### config.mk
export PLATFORM = sky130hd
export DESIGN_NAME = cdt_tile
export DESIGN_NICKNAME = d
export VERILOG_FILES = /design/src/logic/cdt_pkg.sv /design/src/logic/cdt_tile.sv /design/src/logic/cdt_byte_queue.sv
export SDC_FILE = /design/constraint.sdc
export NUM_CORES = 1
export LEC_CHECK = 0
export BUFFER_PORTS_ARGS = -buffer_cell sky130_fd_sc_hd__buf_2
export CORE_MARGIN = 2
export CORE_UTILIZATION = 35
export CTS_BUF_LIST = sky130_fd_sc_hd__clkbuf_2 sky130_fd_sc_hd__clkbuf_4 sky130_fd_sc_hd__clkbuf_8
export CTS_CLUSTER_SIZE = 24
export DETAILED_ROUTE_END_ITERATION = 10
export GPL_ROUTABILITY_DRIVEN = 0
export SYNTH_ARGS = -nofsm -noshare
export SYNTH_HDL_FRONTEND = slang
export SYNTH_HIERARCHICAL = 1
export SYNTH_SLANG_ARGS = --single-unit
### constraint.sdc
create_clock -name mclk -period 5.2 [get_ports mclk]
set_input_delay 0 -clock mclk [delete_from_list [all_inputs] [get_ports mclk]]
set_output_delay 0 -clock mclk [all_outputs]
set_load 0.03 [all_outputs]
### src/logic/cdt_pkg.sv
// Constants and types shared by the configurable datapath tile
//==========================================================================
// Functional notes
// - Eight 16-bit configuration words, routing-selected per cycle
// - ALU: inc, dec, add, sub, and, or, xor, pass
// - Separate shift, nibble swap, OR mask stage
// - Two masked comparators over accumulators and data registers
// - Zero, ones, overflow conditions selectable onto routing
// - Programmable MSB for arithmetic and shifts
// - One CRC or sequence step per cycle
// - Each byte queue independently input or output
// - Queue status selectable as datapath outputs
// - Carry, shift, condition chained to neighbour tiles
// - Registered carry and shift out reusable later
// - Six routing inputs and six routing outputs
// - Each routing output picks condition or serial data
// - Control register bits drive routing signals
// - Status register read-only, shows routing signals
// - Status bit may latch until read clears
// - Datapath and status latching have own clock enables
// - Eight-bit ALU, one operation per cycle
// - Accumulators are sinks; data registers sources only
// - Queues load registers, capture accumulator or ALU
package cdt_pkg;

  //==========================================================================
  // Sizes
  localparam int DATA_W = 8;
  localparam int CFG_DEPTH = 8;
  localparam int QUEUE_DEPTH_DEF = 4;
  localparam int OUT_N = 6;
  localparam int SEL_W = 4;

  //==========================================================================
  // Register offsets on the plain register port
  localparam logic [5:0] ADDR_CFG_LAST = 6'h07;
  localparam logic [5:0] ADDR_ACC0 = 6'h08;
  localparam logic [5:0] ADDR_ACC1 = 6'h09;
  localparam logic [5:0] ADDR_DREG0 = 6'h0A;
  localparam logic [5:0] ADDR_DREG1 = 6'h0B;
  localparam logic [5:0] ADDR_QUEUE0 = 6'h0C;
  localparam logic [5:0] ADDR_QUEUE1 = 6'h0D;
  localparam logic [5:0] ADDR_QCTRL = 6'h0E;
  localparam logic [5:0] ADDR_QSTAT = 6'h0F;
  localparam logic [5:0] ADDR_CMASK0 = 6'h10;
  localparam logic [5:0] ADDR_CMASK1 = 6'h11;
  localparam logic [5:0] ADDR_ORMASK = 6'h12;
  localparam logic [5:0] ADDR_MSBPOS = 6'h13;
  localparam logic [5:0] ADDR_POLY = 6'h14;
  localparam logic [5:0] ADDR_OUTSEL = 6'h15;
  localparam logic [5:0] ADDR_CTRL = 6'h16;
  localparam logic [5:0] ADDR_STATUS = 6'h17;
  localparam logic [5:0] ADDR_LATCH = 6'h18;
  localparam logic [5:0] ADDR_CLKEN = 6'h19;
  localparam logic [5:0] ADDR_CHAIN = 6'h1A;
  localparam logic [5:0] ADDR_CMPCFG = 6'h1B;

  //==========================================================================
  // Field positions and reset values
  localparam int CLKEN_DP = 0;
  localparam int CLKEN_SC = 1;
  localparam int CH_CARRY = 0;
  localparam int CH_SHIFT = 1;
  localparam int CH_COND = 2;
  localparam int QC_FLUSH_LSB = 2;
  localparam logic [2:0] RST_MSB = 3'h7;
  localparam logic [7:0] RST_POLY = 8'h1D;
  localparam logic [7:0] RST_MASK = 8'hFF;
  localparam logic [5:0] RST_CMPCFG = 6'h3A;
  localparam logic [1:0] RST_CLKEN = 2'h3;

  //==========================================================================
  // Enumerations
  typedef enum logic [2:0] {
    ALU_PASS, ALU_INC, ALU_DEC, ALU_ADD, ALU_SUB, ALU_AND, ALU_OR, ALU_XOR
  } cdt_alu_op_t;
  typedef enum logic [1:0] {SH_NONE, SH_LEFT, SH_RIGHT, SH_SWAP} cdt_shift_t;
  typedef enum logic [1:0] {SRC_A0, SRC_A1, SRC_D0, SRC_D1} cdt_src_t;
  typedef enum logic [1:0] {DST_NONE, DST_A0, DST_A1, DST_BOTH} cdt_dest_t;

  //==========================================================================
  // Carriers
  typedef struct packed {
    logic maskEn;
    logic q1Op;
    logic q0Op;
    logic crcEn;
    logic carrySel;
    cdt_dest_t dest;
    cdt_shift_t shift;
    cdt_src_t srcB;
    cdt_src_t srcA;
    cdt_alu_op_t op;
  } cdt_cfg_t;

  typedef struct packed {
    logic crcIn;
    logic carryIn;
    logic shiftIn;
    logic [2:0] cfgAddr;
  } cdt_route_in_t;

  typedef struct packed {
    logic carry;
    logic shift;
    logic cond;
  } cdt_chain_t;

  typedef struct packed {
    logic [5:0] addr;
    logic [15:0] wrData;
    logic wr;
    logic rd;
  } cdt_bus_req_t;

  // Index 0 is constant zero, so a cleared selector drives a quiet output
  typedef struct packed {
    logic q1Full, q1Empty, q0Full, q0Empty;
    logic shiftOut, carryReg, overflow, ones1;
    logic ones0, zero1, zero0, cmp1Lt;
    logic cmp1Eq, cmp0Lt, cmp0Eq, constZero;
  } cdt_cond_t;

  typedef struct packed {
    logic [CFG_DEPTH-1:0][15:0] cfgMem;
    logic [7:0] a0, a1, d0, d1;
    logic carry, shiftOut;
    logic [7:0] cmpMask0, cmpMask1, orMask, poly, ctrl, latched, latchMask;
    logic [2:0] msb;
    logic [OUT_N*SEL_W-1:0] outSel;
    logic [1:0] clkEn, qDir;
    logic [2:0] chainCfg;
    logic [5:0] cmpCfg;
    logic [OUT_N-1:0] rOut;
    logic [15:0] rdData;
  } cdt_state_t;

endpackage

### src/logic/cdt_tile.sv
// Configurable 8-bit datapath tile with byte queues and status/control
//
// Added by the designer: the plain strobed port and the address map.
`timescale 1ns/100ps
module cdt_tile import cdt_pkg::*; #(
  parameter int QUEUE_DEPTH = QUEUE_DEPTH_DEF
) (
  // Clock and reset
  input wire logic mclk,
  input wire logic reset,
  // Register port
  input wire cdt_bus_req_t busReq,
  output logic [15:0] busRdData,
  // Routing fabric
  input wire cdt_route_in_t routeIn,
  output logic [OUT_N-1:0] routeOut,
  input wire logic [7:0] statusIn,
  output logic [7:0] ctrlOut,
  // Neighbour tiles
  input wire cdt_chain_t chainIn,
  output cdt_chain_t chainOut
);

  cdt_state_t st_reg;
  cdt_state_t st_next;
  logic [1:0] qPush, qPop, qFlush, qEmpty, qFull;
  logic [1:0][7:0] qIn, qHead;

  // Operand decode, shared by the ALU and both comparators
  function automatic logic [7:0] srcSel(input cdt_src_t s, input cdt_state_t st);
    case (s)
      SRC_A0: srcSel = st.a0;
      SRC_A1: srcSel = st.a1;
      SRC_D0: srcSel = st.d0;
      default: srcSel = st.d1;
    endcase
  endfunction

  //==========================================================================
  // Byte queues
  for (genvar i = 0; i < 2; i++) begin : gQueue
    cdt_byte_queue #(.W(DATA_W), .DEPTH(QUEUE_DEPTH)) uQueue (
      .mclk(mclk),
      .reset(reset),
      .push(qPush[i]),
      .pushData(qIn[i]),
      .pop(qPop[i]),
      .popData(qHead[i]),
      .flush(qFlush[i]),
      .empty(qEmpty[i]),
      .full(qFull[i])
    );
  end

  assign busRdData = st_reg.rdData;
  assign routeOut = st_reg.rOut;
  assign ctrlOut = st_reg.ctrl;

  //==========================================================================
  // Datapath, conditions and register port
  cdt_cfg_t cfg;
  cdt_cond_t cond;
  logic dpEn, scEn, cin, cout, shIn, shOut, fb, ov, wrQ, rdQ;
  logic [7:0] wmask, opA, opB, res, outv, cmpA0, cmpB0, cmpA1, cmpB1, stView;
  logic [8:0] sum;
  logic [15:0] rdVal;

  always_comb begin
    st_next = st_reg;
    cfg = cdt_cfg_t'(st_reg.cfgMem[routeIn.cfgAddr]);
    dpEn = st_reg.clkEn[CLKEN_DP];
    scEn = st_reg.clkEn[CLKEN_SC];
    wmask = 8'hFF >> (3'h7 - st_reg.msb);
    opA = srcSel(cfg.srcA, st_reg) & wmask;
    opB = srcSel(cfg.srcB, st_reg) & wmask;
    // Registered carry lets two register sets share one ALU
    if (cfg.carrySel) begin
      cin = st_reg.carry;
    end else begin
      cin = st_reg.chainCfg[CH_CARRY] ? chainIn.carry : routeIn.carryIn;
    end
    shIn = st_reg.chainCfg[CH_SHIFT] ? chainIn.shift : routeIn.shiftIn;
    // Eight operations, one per cycle
    case (cfg.op)
      ALU_INC: sum = {1'b0, opA} + 9'h001;
      ALU_DEC: sum = {1'b0, opA} - 9'h001;
      ALU_ADD: sum = {1'b0, opA} + {1'b0, opB} + {8'h00, cin};
      ALU_SUB: sum = {1'b0, opA} - {1'b0, opB} - {8'h00, cin};
      ALU_AND: sum = {1'b0, opA & opB};
      ALU_OR: sum = {1'b0, opA | opB};
      ALU_XOR: sum = {1'b0, opA ^ opB};
      default: sum = {1'b0, opA};
    endcase
    // Carry is taken just above the programmed top bit
    cout = sum[{1'b0, st_reg.msb} + 4'h1];
    res = sum[7:0] & wmask;
    // Signed overflow only means something for add and subtract
    ov = 1'b0;
    if (cfg.op == ALU_ADD) begin
      ov = (opA[st_reg.msb] == opB[st_reg.msb]) && (res[st_reg.msb] != opA[st_reg.msb]);
    end else if (cfg.op == ALU_SUB) begin
      ov = (opA[st_reg.msb] != opB[st_reg.msb]) && (res[st_reg.msb] != opA[st_reg.msb]);
    end
    // Shift stage runs regardless of the ALU operation
    shOut = 1'b0;
    case (cfg.shift)
      SH_LEFT: begin
        shOut = res[st_reg.msb];
        outv = ((res << 1) | {7'h00, shIn}) & wmask;
      end
      SH_RIGHT: begin
        shOut = res[0];
        outv = (res >> 1) | (shIn ? (8'h01 << st_reg.msb) : 8'h00);
      end
      SH_SWAP: outv = {res[3:0], res[7:4]};
      default: outv = res;
    endcase
    if (cfg.maskEn) begin
      outv = outv | st_reg.orMask;
    end
    // CRC step; a sequence generator simply holds its serial input low
    fb = opA[st_reg.msb] ^ (st_reg.chainCfg[CH_SHIFT] ? chainIn.shift : routeIn.crcIn);
    if (cfg.crcEn) begin
      shOut = opA[st_reg.msb];
      outv = ((opA << 1) & wmask) ^ (fb ? (st_reg.poly & wmask) : 8'h00);
    end

    // Datapath state moves only while its enable is set
    if (dpEn) begin
      st_next.carry = cout;
      st_next.shiftOut = shOut;
      if (cfg.dest == DST_A0 || cfg.dest == DST_BOTH) begin
        st_next.a0 = outv;
      end
      if (cfg.dest == DST_A1 || cfg.dest == DST_BOTH) begin
        st_next.a1 = outv;
      end
    end

    // Queue traffic; bus decode first, datapath side after
    wrQ = busReq.wr && (busReq.addr == ADDR_QUEUE0 || busReq.addr == ADDR_QUEUE1);
    rdQ = busReq.rd && (busReq.addr == ADDR_QUEUE0 || busReq.addr == ADDR_QUEUE1);
    qFlush = (busReq.wr && busReq.addr == ADDR_QCTRL) ?
      busReq.wrData[QC_FLUSH_LSB +: 2] : 2'b00;
    qIn[0] = st_reg.qDir[0] ? st_reg.a0 : busReq.wrData[7:0];
    qIn[1] = st_reg.qDir[1] ? outv : busReq.wrData[7:0];
    for (int i = 0; i < 2; i++) begin
      if (st_reg.qDir[i]) begin
        // Output queue: datapath fills, bus drains
        qPush[i] = dpEn && (i == 0 ? cfg.q0Op : cfg.q1Op);
        qPop[i] = rdQ && (busReq.addr[0] == 1'(i));
      end else begin
        // Input queue: bus fills, datapath drains into a data register
        qPush[i] = wrQ && (busReq.addr[0] == 1'(i));
        qPop[i] = dpEn && (i == 0 ? cfg.q0Op : cfg.q1Op);
      end
    end
    if (!st_reg.qDir[0] && qPop[0] && !qEmpty[0]) begin
      st_next.d0 = qHead[0];
    end
    if (!st_reg.qDir[1] && qPop[1] && !qEmpty[1]) begin
      st_next.d1 = qHead[1];
    end

    // Comparators with per-comparator masks
    cmpA0 = (st_reg.cmpCfg[2] ? st_reg.a1 : st_reg.a0) & st_reg.cmpMask0;
    cmpB0 = srcSel(cdt_src_t'(st_reg.cmpCfg[1:0]), st_reg) & st_reg.cmpMask0;
    cmpA1 = (st_reg.cmpCfg[5] ? st_reg.a1 : st_reg.a0) & st_reg.cmpMask1;
    cmpB1 = srcSel(cdt_src_t'(st_reg.cmpCfg[4:3]), st_reg) & st_reg.cmpMask1;
    cond.constZero = 1'b0;
    cond.cmp0Eq = (cmpA0 == cmpB0) && (!st_reg.chainCfg[CH_COND] || chainIn.cond);
    cond.cmp0Lt = cmpA0 < cmpB0;
    cond.cmp1Eq = cmpA1 == cmpB1;
    cond.cmp1Lt = cmpA1 < cmpB1;
    cond.zero0 = (st_reg.a0 & wmask) == 8'h00;
    cond.zero1 = (st_reg.a1 & wmask) == 8'h00;
    cond.ones0 = (st_reg.a0 & wmask) == wmask;
    cond.ones1 = (st_reg.a1 & wmask) == wmask;
    cond.overflow = ov;
    cond.carryReg = st_reg.carry;
    cond.shiftOut = st_reg.shiftOut;
    cond.q0Empty = qEmpty[0];
    cond.q0Full = qFull[0];
    cond.q1Empty = qEmpty[1];
    cond.q1Full = qFull[1];
    // Each of the six outputs picks one condition or serial bit
    for (int k = 0; k < OUT_N; k++) begin
      st_next.rOut[k] = cond[st_reg.outSel[k*SEL_W +: SEL_W]];
    end

    // Status: transparent bits follow routing, latched bits hold events
    stView = (statusIn & ~st_reg.latchMask) | (st_reg.latched & st_reg.latchMask);
    if (busReq.rd && busReq.addr == ADDR_STATUS) begin
      st_next.latched = st_reg.latched & ~st_reg.latchMask;
    end
    if (scEn) begin
      st_next.latched = st_next.latched | (statusIn & st_reg.latchMask);
    end

    // Register writes; a bus write beats a datapath write to the same register
    if (busReq.wr) begin
      if (busReq.addr <= ADDR_CFG_LAST) begin
        st_next.cfgMem[busReq.addr[2:0]] = busReq.wrData;
      end
      case (busReq.addr)
        ADDR_ACC0: st_next.a0 = busReq.wrData[7:0];
        ADDR_ACC1: st_next.a1 = busReq.wrData[7:0];
        ADDR_DREG0: st_next.d0 = busReq.wrData[7:0];
        ADDR_DREG1: st_next.d1 = busReq.wrData[7:0];
        ADDR_QCTRL: st_next.qDir = busReq.wrData[1:0];
        ADDR_CMASK0: st_next.cmpMask0 = busReq.wrData[7:0];
        ADDR_CMASK1: st_next.cmpMask1 = busReq.wrData[7:0];
        ADDR_ORMASK: st_next.orMask = busReq.wrData[7:0];
        ADDR_MSBPOS: st_next.msb = busReq.wrData[2:0];
        ADDR_POLY: st_next.poly = busReq.wrData[7:0];
        ADDR_OUTSEL: st_next.outSel = {busReq.wrData[7:0], st_reg.outSel[15:0]};
        ADDR_CTRL: st_next.ctrl = busReq.wrData[7:0];
        ADDR_LATCH: st_next.latchMask = busReq.wrData[7:0];
        ADDR_CLKEN: st_next.clkEn = busReq.wrData[1:0];
        ADDR_CHAIN: st_next.chainCfg = busReq.wrData[2:0];
        ADDR_CMPCFG: st_next.cmpCfg = busReq.wrData[5:0];
        default: st_next.clkEn = st_next.clkEn;
      endcase
    end
    // The low selector half shares the offset below with the top byte
    if (busReq.wr && busReq.addr == ADDR_OUTSEL && busReq.wrData[15]) begin
      st_next.outSel = {st_reg.outSel[23:16], 1'b0, busReq.wrData[14:0]};
    end

    // Read mux; unmapped offsets answer zero
    rdVal = 16'h0000;
    if (busReq.addr <= ADDR_CFG_LAST) begin
      rdVal = st_reg.cfgMem[busReq.addr[2:0]];
    end
    case (busReq.addr)
      ADDR_ACC0: rdVal = {8'h00, st_reg.a0};
      ADDR_ACC1: rdVal = {8'h00, st_reg.a1};
      ADDR_DREG0: rdVal = {8'h00, st_reg.d0};
      ADDR_DREG1: rdVal = {8'h00, st_reg.d1};
      ADDR_QUEUE0: rdVal = st_reg.qDir[0] && !qEmpty[0] ? {8'h00, qHead[0]} : 16'h0000;
      ADDR_QUEUE1: rdVal = st_reg.qDir[1] && !qEmpty[1] ? {8'h00, qHead[1]} : 16'h0000;
      ADDR_QCTRL: rdVal = {14'h0000, st_reg.qDir};
      ADDR_QSTAT: rdVal = {12'h000, qFull[1], qEmpty[1], qFull[0], qEmpty[0]};
      ADDR_CMASK0: rdVal = {8'h00, st_reg.cmpMask0};
      ADDR_CMASK1: rdVal = {8'h00, st_reg.cmpMask1};
      ADDR_ORMASK: rdVal = {8'h00, st_reg.orMask};
      ADDR_MSBPOS: rdVal = {13'h0000, st_reg.msb};
      ADDR_POLY: rdVal = {8'h00, st_reg.poly};
      ADDR_OUTSEL: rdVal = {8'h00, st_reg.outSel[23:16]};
      ADDR_CTRL: rdVal = {8'h00, st_reg.ctrl};
      ADDR_STATUS: rdVal = {8'h00, stView};
      ADDR_LATCH: rdVal = {8'h00, st_reg.latchMask};
      ADDR_CLKEN: rdVal = {14'h0000, st_reg.clkEn};
      ADDR_CHAIN: rdVal = {13'h0000, st_reg.chainCfg};
      ADDR_CMPCFG: rdVal = {10'h000, st_reg.cmpCfg};
      default: rdVal = rdVal;
    endcase
    st_next.rdData = busReq.rd ? rdVal : 16'h0000;
  end

  // Chain signals stay combinational so a ripple carry settles in one cycle
  always_comb begin
    chainOut.carry = cout;
    chainOut.shift = shOut;
    chainOut.cond = cond.cmp0Eq;
  end

  //==========================================================================
  // State register
  always_ff @(posedge mclk) begin
    if (reset) begin
      st_reg <= '0;
      st_reg.cmpMask0 <= RST_MASK;
      st_reg.cmpMask1 <= RST_MASK;
      st_reg.msb <= RST_MSB;
      st_reg.poly <= RST_POLY;
      st_reg.cmpCfg <= RST_CMPCFG;
      st_reg.clkEn <= RST_CLKEN;
    end else begin
      st_reg <= st_next;
    end
  end

endmodule

### src/logic/cdt_byte_queue.sv
// Small byte queue with flush, honest empty and full
`timescale 1ns/100ps
module cdt_byte_queue import cdt_pkg::*; #(
  parameter int W = DATA_W,
  parameter int DEPTH = QUEUE_DEPTH_DEF
) (
  // Clock and reset
  input wire logic mclk,
  input wire logic reset,
  // Fill side
  input wire logic push,
  input wire logic [W-1:0] pushData,
  // Drain side
  input wire logic pop,
  output logic [W-1:0] popData,
  // Flush and status
  input wire logic flush,
  output logic empty,
  output logic full
);

  localparam int PW = $clog2(DEPTH);
  localparam int CW = $clog2(DEPTH + 1);

  typedef struct packed {
    logic [DEPTH-1:0][W-1:0] mem;
    logic [PW-1:0] wrPtr, rdPtr;
    logic [CW-1:0] count;
  } cdt_queue_state_t;

  cdt_queue_state_t q_reg;
  cdt_queue_state_t q_next;
  logic doPush;
  logic doPop;

  assign empty = (q_reg.count == '0);
  assign full = (q_reg.count == CW'(DEPTH));
  assign popData = q_reg.mem[q_reg.rdPtr];

  // Refused moves are dropped here so callers need not guard them
  always_comb begin
    q_next = q_reg;
    doPush = push && !full;
    doPop = pop && !empty;
    if (doPush) begin
      q_next.mem[q_reg.wrPtr] = pushData;
      q_next.wrPtr = (q_reg.wrPtr == PW'(DEPTH - 1)) ? '0 : q_reg.wrPtr + 1'b1;
    end
    if (doPop) begin
      q_next.rdPtr = (q_reg.rdPtr == PW'(DEPTH - 1)) ? '0 : q_reg.rdPtr + 1'b1;
    end
    q_next.count = q_reg.count + CW'(doPush) - CW'(doPop);
    if (flush) begin
      q_next.wrPtr = '0;
      q_next.rdPtr = '0;
      q_next.count = '0;
    end
  end

  // Reset clears the contents too; a flush clears only pointers and count
  always_ff @(posedge mclk) begin
    if (reset) begin
      q_reg <= '0;
    end else begin
      q_reg <= q_next;
    end
  end

endmodule

==> metrics, run 1 <==
EDFF count, synth=0; layout cell share with drive strength beyond 1=22.9%; core box area=65,900 µm²; most instantiated cells after synthesis=474 x nand2_1, 357 x dfxtp_1, 243 x a21oi_1; total power=6330 µW; met3 usage=5.57%; post-synth top area share=30.7%; sequential cell area=7160 µm²; final core occ=41.7%; Post-DP HPWL=63,600 µm; post-synth net total=2,862; Max-Cap Viols=0; Startpoint Class=flop; status=finished with violations; final worst-path cycle share=101%; Initial Util=35.4%; met1 usage=34.0%; pin count of the biggest net entering global routing=195; Final Skew=0.0336 ns; Synth Flop Type=dfxtp_1; Final Hold Vio Count=0; fill cell total of the finished layout=6,497; fin nets=2,999; CP Capture Type=primary output; HP Class=input pin to flop; Synth Cell Area=23,300 µm²; violated checks=negative setup slack; CTS Sinks=357; max FFs per register=245; met2 Usage GRT=39.3%; Yosys cell types=101; Area growth, synth to finish=17.9%; first-pass GRT wire length=133,000 µm; final worst setup slack=-0.0308 ns; f_max=191 MHz; most frequent cell after synthesis=nand2_1; initial antenna violation count=4; Total GRT Usage=25.6%; register bit count reported by yosys=357; via count=22,200; 1st-iter DRT viols=2,715; CTS Root Cell=clkbuf_8; Initial DRT Pass Iterations=9; Max Slew Vio Count=0; gr ovfl total=0; vias in the first global route=20,900; Setup Viol. Count Final=1; Num CTS Buffers=58; multi-input logic area=15,100 µm²; Routed WL=89,900 µm; CP required=5.20 ns; row count=94; dpl ws=-0.124 ns; die area=68,700 µm²; Die Ht=262 µm; unrepaired setup endpoints after global routing=true; synth warn=6; Worst-path clk slew=0.07 ns; DR WL/cell=23.8 µm; main area contributors after synthesis=dfxtp_1 31%, mux4_2 10%, nand2_1 7.6%; # port buffers=75; CTS tree=done; WS Path Type=flop to primary output; clk_lat worst skew=0.70 ns; htree depth=2; DRC viols=0; fin crit period=5.23 ns; # IOs=76; Rel. slew slack=18.9%; post-synth top area cell=dfxtp_1; Bufs on Longest Clock Path=3; Arrival @ worst endpoint=5.23 ns; Die W=262 µm; global route hottest layer=met2; syn avg cell area=8.52 µm²; leakage power=0.0107 µW; Vias/cell=5.88; Mapped Cells=2,735; Worst-Margin Slew=1.21 ns; Max VDD drop=0.200 mV; PD cells=231 nW/µm²; Seq/Total Area, Yosys=30.7%; antenna viol nets, final=0; FFs w/ async S/R, synth=0%; CP Max Fanout=11
final timing paths:
path,to,startpoint,slack (ns),depth (start not counted)
setup / recovery,chainOut[1],st_reg[270]$_SDFFE_PP0P_,-0.03,22
hold / removal,busRdData[12]$_SDFF_PP0_,busReq[20],0.05,3
setup reg to reg,gQueue[1].uQueue/q_reg[15]$_SDFFE_PP0P_,st_reg[270]$_SDFFE_PP0P_,0.06,22
hold reg to reg,st_reg[45]$_SDFFE_PP0P_,st_reg[45]$_SDFFE_PP0P_,0.46,2
critical path, stage by stage, from the launching register on:
cell and delay [ns]:
dfxtp_2 0.33, mux4_2 0.48, mux2i_2 0.16, buf_4 0.18
buf_8 0.17, mux2i_1 0.24, mux2i_2 0.10, buf_4 0.15
and2_4 0.16, ha_2 0.37, nor2b_4 0.17, o21bai_1 0.09
a21oi_2 0.14, buf_4 0.13, o21ai_0 0.08, a221oi_1 0.30
and3_4 0.24, o221ai_4 0.15, buf_6 0.17, a21oi_2 0.22
nor3_4 0.08, a41o_1 0.28, buf_6 0.15
cell type report:
type	count	area share, %
diodes	1	0.00911
clock buffers	88	4.14
clock inverters	19	0.865
inverters	82	1.12
multi-input cells	2049	55.0
flip-flops and latches	357	26.0
well taps	864	3.93
repair buffers	324	8.94
power by group:
part | switching [µW] | internal (µW)
Clock | 1230 | 1650
Sequential | 16.5 | 2750
Combinational | 432 | 258
Total | 1680 | 4650
kinds of logic after synthesis:
| group | Yosys count | synth area share [%] |
|---|---|---|
| simple gates | 1039 | 20.9 |
| compound gates | 585 | 16.6 |
| mux | 326 | 20.1 |
| flops | 357 | 30.7 |
| fa+ha+maj | 86 | 4.82 |
| xor+xnor | 13 | 0.489 |
| buf+inv | 329 | 6.33 |
per-stage QoR:
step	TNS [ns]	cells	hold WS, ns	instance area [µm²]
2_1_floorplan	0	2735	0.175	23300
3_3_place_gp	-0.158	3623	0.287	25200
3_5_place_dp	-2.07	3623	0.293	25200
4_1_cts	-0.0378	3778	0.0210	27200
5_1_grt	-1.04	3784	0.0625	27500
6_report	-0.0308	3784	0.0530	27500
cell usage in the layout (no fill, tap or decap), types with 12 or more instances in the layout:
master	synthesis	final
a21oi_1	243	235
o21ai_0	61	56
a211o_1	13	13
nand4_1	28	28
nand2b_1	85	83
a211oi_1	29	26
nor2b_1	41	40
mux2i_1	177	169
clkbuf_8	0	76
nor2_1	155	151
nor3_1	26	23
and2_1	24	21
nand2_1	474	471
clkbuf_4	0	12
mux4_2	107	107
dfxtp_1	357	350
and3_1	26	25
dlygate4sd3_1	0	38
mux2_2	36	35
buf_4	34	200
nand3_1	110	108
buf_2	11	72
o21a_1	17	17
a31oi_1	23	20
inv_1	80	76
a22oi_1	43	42
a32oi_1	15	13
ha_1	77	71
per-layer routing:
metal	vias to the layer above	wire length, µm
met4	4	5010
met3	282	8990
li1	10100	-
met2	1201	39200
met5	-	18
met1	10600	36700
timing repair:
| item | in CTS | in global routing |
|---|---|---|
| cloned | 0 | 0 |
| pin swaps | 17 | 16 |
| hold endpoints to repair | 283 | 0 |
| setup endpoints to repair | 29 | 36 |
| setup buffers | 10 | 5 |
| gates resized for setup | 48 | 57 |
| hold buffers | 38 | 0 |
Power figures use the tool's default switching activity.
==> run 2, diff against run 1 <==
--- a/config.mk
+++ b/config.mk
@@ -14,5 +14,4 @@
 export GPL_ROUTABILITY_DRIVEN = 0
 export SYNTH_ARGS = -nofsm -noshare
 export SYNTH_HDL_FRONTEND = slang
-export SYNTH_HIERARCHICAL = 1
 export SYNTH_SLANG_ARGS = --single-unit
==> run 2 against run 1 <==
- maximum frequency shrank 3.6%
- utilization shrank 0.82 points
- the run still ends with negative setup slack left
- combinational power shrank 27%
- via count grew 1.6%
- register-to-register slack is essentially flat
- area after synthesis shrank 3.1%
- sequential power is essentially flat
- sequential cell count is the same
- clock skew grew 0.0019 ns
- largest cell class unchanged
==> metrics, run 2 <==
CP max stage delay=0.51 ns (was 0.48 ns); most frequent cells in the layout=506 x nand2_1, 354 x dfxtp_1, 246 x a21oi_1 (was 471 x nand2_1, 350 x dfxtp_1, 235 x a21oi_1); Die W=258 µm (was 262 µm); leakage power=0.00967 µW (was 0.0107 µW); post-synth top area share=31.7% (was 30.7%); f_max=184 MHz (was 191 MHz); Post-DP HPWL=63,000 µm (was 63,600 µm); Initial DRT Pass Iterations=9 (unchanged); first-pass GRT wire length=134,000 µm (was 133,000 µm); Seq/Total Area, Yosys=31.7% (was 30.7%); synth warn=0 (was 6); DRC viols=0 (unchanged); die area=66,500 µm² (was 68,700 µm²); 1st-iter DRT viols=2,930 (was 2,715); max FFs per register=245 (unchanged); initial antenna violation count=4 (unchanged); CP required=5.20 ns (about the same); Vias/cell=6.17 (was 5.88); TNS Setup=-0.430 ns (was -0.0308 ns); row count=93 (was 94); # IOs=76 (unchanged); register bit count reported by yosys=357 (unchanged); cell count after placement=3,510 (was 3,623); unrepaired setup endpoints after global routing=true (unchanged); Worst-path clk slew=0.06 ns (was 0.07 ns); Rel. slew slack=7.09% (was 18.9%); total power=5850 µW (was 6330 µW); syn avg cell area=8.36 µm² (was 8.52 µm²); # port buffers=75 (unchanged); Startpoint Class=flop (unchanged); most common cell after layout, fill and taps aside=nand2_1 (unchanged); final worst-path cycle share=104% (was 101%); most frequent cell after synthesis=nand2_1 (unchanged); Max VDD drop=0.207 mV (was 0.200 mV); uppermost layer routed=met5 (unchanged); layout cell share with drive strength beyond 1=20.9% (was 22.9%); HP Class=input pin to flop (unchanged); fill cell total of the finished layout=6,319 (was 6,497); via count=22,600 (was 22,200); main area contributors after synthesis=dfxtp_1 32%, mux4_2 11%, nand2_1 8.5% (was dfxtp_1 31%, mux4_2 10%, nand2_1 7.6%); gr ovfl total=0 (unchanged); post-synth top area cell=dfxtp_1 (unchanged); non-filler cells, final=3,664 (was 3,784); clk_lat worst skew=0.65 ns (was 0.70 ns); EDFF count, synth=0 (unchanged); pin count of the biggest net entering global routing=99 (was 195); WS Path Type=flop to primary output (unchanged); Routed WL=90,900 µm (was 89,900 µm); Final Hold Vio Count=0 (unchanged); Synth Flop Type=dfxtp_1 (unchanged); htree depth=2 (unchanged); Arrival @ worst endpoint=5.43 ns (was 5.23 ns); CP Max Fanout=8 (was 11); Max-Cap Viols=0 (unchanged); Yosys cell types=93 (was 101); Total GRT Usage=26.1% (was 25.6%); fin nets=2,892 (was 2,999); Setup Viol. Count Final=2 (was 1); fin crit period=5.43 ns (was 5.23 ns); Synth Cell Area=22,600 µm² (was 23,300 µm²); PD cells=223 nW/µm² (was 231 nW/µm²); met3 wire length=9690 µm (was 8990 µm); vias in the first global route=21,500 (was 20,900); routed length on met2=40,200 µm (was 39,200 µm); Mapped Cells=2,700 (was 2,735); Num CTS Buffers=57 (was 58); Metal-1 WL=34,900 µm (was 36,700 µm); Placed Area=24,000 µm² (was 25,200 µm²); Final Skew=0.0355 ns (was 0.0336 ns); Die Ht=258 µm (was 262 µm); post-route design area=26,200 µm² (was 27,500 µm²); FFs w/ async S/R, synth=0% (unchanged); r2r setup slk=0.05 ns (was 0.06 ns); Area growth, synth to finish=16.1% (was 17.9%); CP Capture Type=primary output (unchanged); antenna viol nets, final=0 (unchanged); CP Cell Sequence=mux4_2 -> mux2i_4 -> buf_6 -> buf_4 -> mux2i_1 -> mux2i_1 -> nand2_2 -> inv_1 -> ha_4 -> nor2b_1 -> o31a_1 -> o22a_1 -> a21o_1 -> a21oi_2 -> mux2i_1 -> a221oi_2 -> or4_1 -> and3_4 -> a21oi_4 -> buf_6 (was mux4_2 -> mux2i_2 -> buf_4 -> buf_8 -> mux2i_1 -> mux2i_2 -> buf_4 -> and2_4 -> ha_2 -> nor2b_4 -> o21bai_1 -> a21oi_2 -> buf_4 -> o21ai_0 -> a221oi_1 -> and3_4 -> o221ai_4 -> buf_6 -> a21oi_2 -> nor3_4 -> a41o_1 -> buf_6); final core occ=40.9% (was 41.7%); DR WL/cell=24.8 µm (was 23.8 µm); post-synth net total=2,827 (was 2,862); slowest CP cell=mux4_2 (unchanged); Max Slew Vio Count=0 (unchanged); CTS Sinks=357 (unchanged); status=finished with violations (unchanged); Worst-Margin Slew=1.39 ns (was 1.21 ns); violated checks=negative setup slack (unchanged); core box area=64,100 µm² (was 65,900 µm²); final worst setup slack=-0.227 ns (was -0.0308 ns); Bufs on Longest Clock Path=3 (unchanged); Initial Util=35.2% (was 35.4%); CTS Root Cell=clkbuf_8 (unchanged); CTS tree=done (unchanged); most instantiated cells after synthesis=509 x nand2_1, 357 x dfxtp_1, 254 x a21oi_1 (was 474 x nand2_1, 357 x dfxtp_1, 243 x a21oi_1); Most common cell on crit path=mux2i_1 (was buf_4)
==> run 2: changes by cell type after synthesis, moves of 23 or more <==
cell	change
a211oi_1	+38
nand2b_1	-72
nand3_1	+23
nor2_1	+46
mux2i_1	-51
nand2_1	+35
==> run 2: kinds of logic (layout without fill, tap and decap cells) <==
kind of cell / count (synthesis) / count (layout) / synth area share [%]
AOI/OAI and AO/OA: 617 / 617 / 18.0
adders and majority gates: 85 / 85 / 4.93
buffers and inverters: 315 / 423 / 5.94
other: 0 / 1 / 0
and+or+nand+nor: 1038 / 1038 / 20.2
muxes: 269 / 269 / 18.5
xor gates and xnor gates: 19 / 19 / 0.737
DFF: 357 / 357 / 31.7
==> run 2: area by class of cell <==
class,instances,area (µm²),share of cell area (%)
Antenna cell,1,2.50,0.00955
Tap cell,855,1070,4.08
Multi-Input combinational cell,2028,14600,55.8
Clock buffer,90,1110,4.25
Inverter,70,265,1.01
Sequential cell,357,7150,27.3
Clock inverter,12,96.3,0.368
Timing Repair Buffer,251,1880,7.18
==> run 2: worst paths after layout <==
path                                                          endpoint                              startpoint  cells past startpoint
worst min register to register  gQueue[1].uQueue.q_reg[9]$_SDFFE_PP0P_  gQueue[1].uQueue.q_reg[9]$_SDFFE_PP0P_                      2
worst max-delay path                                       chainOut[2]                st_reg[203]$_SDFFE_PP0P_                     20
worst min-delay path            gQueue[1].uQueue.q_reg[4]$_SDFFE_PP0P_                               busReq[0]                      5
worst max register to register                  routeOut[1]$_SDFF_PP0_                st_reg[203]$_SDFFE_PP0P_                     23
==> run 2: per-stage QoR <==
stage                     hold WS (ns)  setup WS [ns]
after floorplan                  0.175         0.0620
after global placement           0.286         -0.177
after detailed placement         0.291         -0.237
after CTS                       0.0306         -0.230
after global routing            0.0759         -0.376
final                           0.0691         -0.227
==> run 2: critical path, delay by kind of cell (launching register included) <==
| kind | cells | cell delay, ns |
|---|---|---|
| muxes | 5 | 1.37 |
| AOI/OAI and AO/OA | 6 | 1.15 |
| and+or+nand+nor | 4 | 1.01 |
| buffers and inverters | 4 | 0.69 |
| DFF | 1 | 0.32 |
| adders and majority gates | 1 | 0.24 |
==> run 2: report_power, final <==
part           total (µW)  leakage (µW)  switching, µW  internal (µW)
clock network        2590      0.000647           1180           1410
registers            2760       0.00288           16.9           2750
logic                 504       0.00615            335            169
==> run 2: timing repair <==
action                                 4_1_cts  5_1_grt
pin swaps                                   24       40
setup endpoints to repair                   33       41
endpoints found under the hold margin      189        0
hold buffers                                28        0
buffers inserted                            18        8
gates resized for setup                     57       76
==> run 2: routing by layer <==
layer | track usage (%) | vias up
li1 | - | 9851
met1 | 33.3 | 10900
met2 | 41.2 | 1485
met3 | 5.43 | 389
met4 | 15.1 | 6
met5 | 0 | -
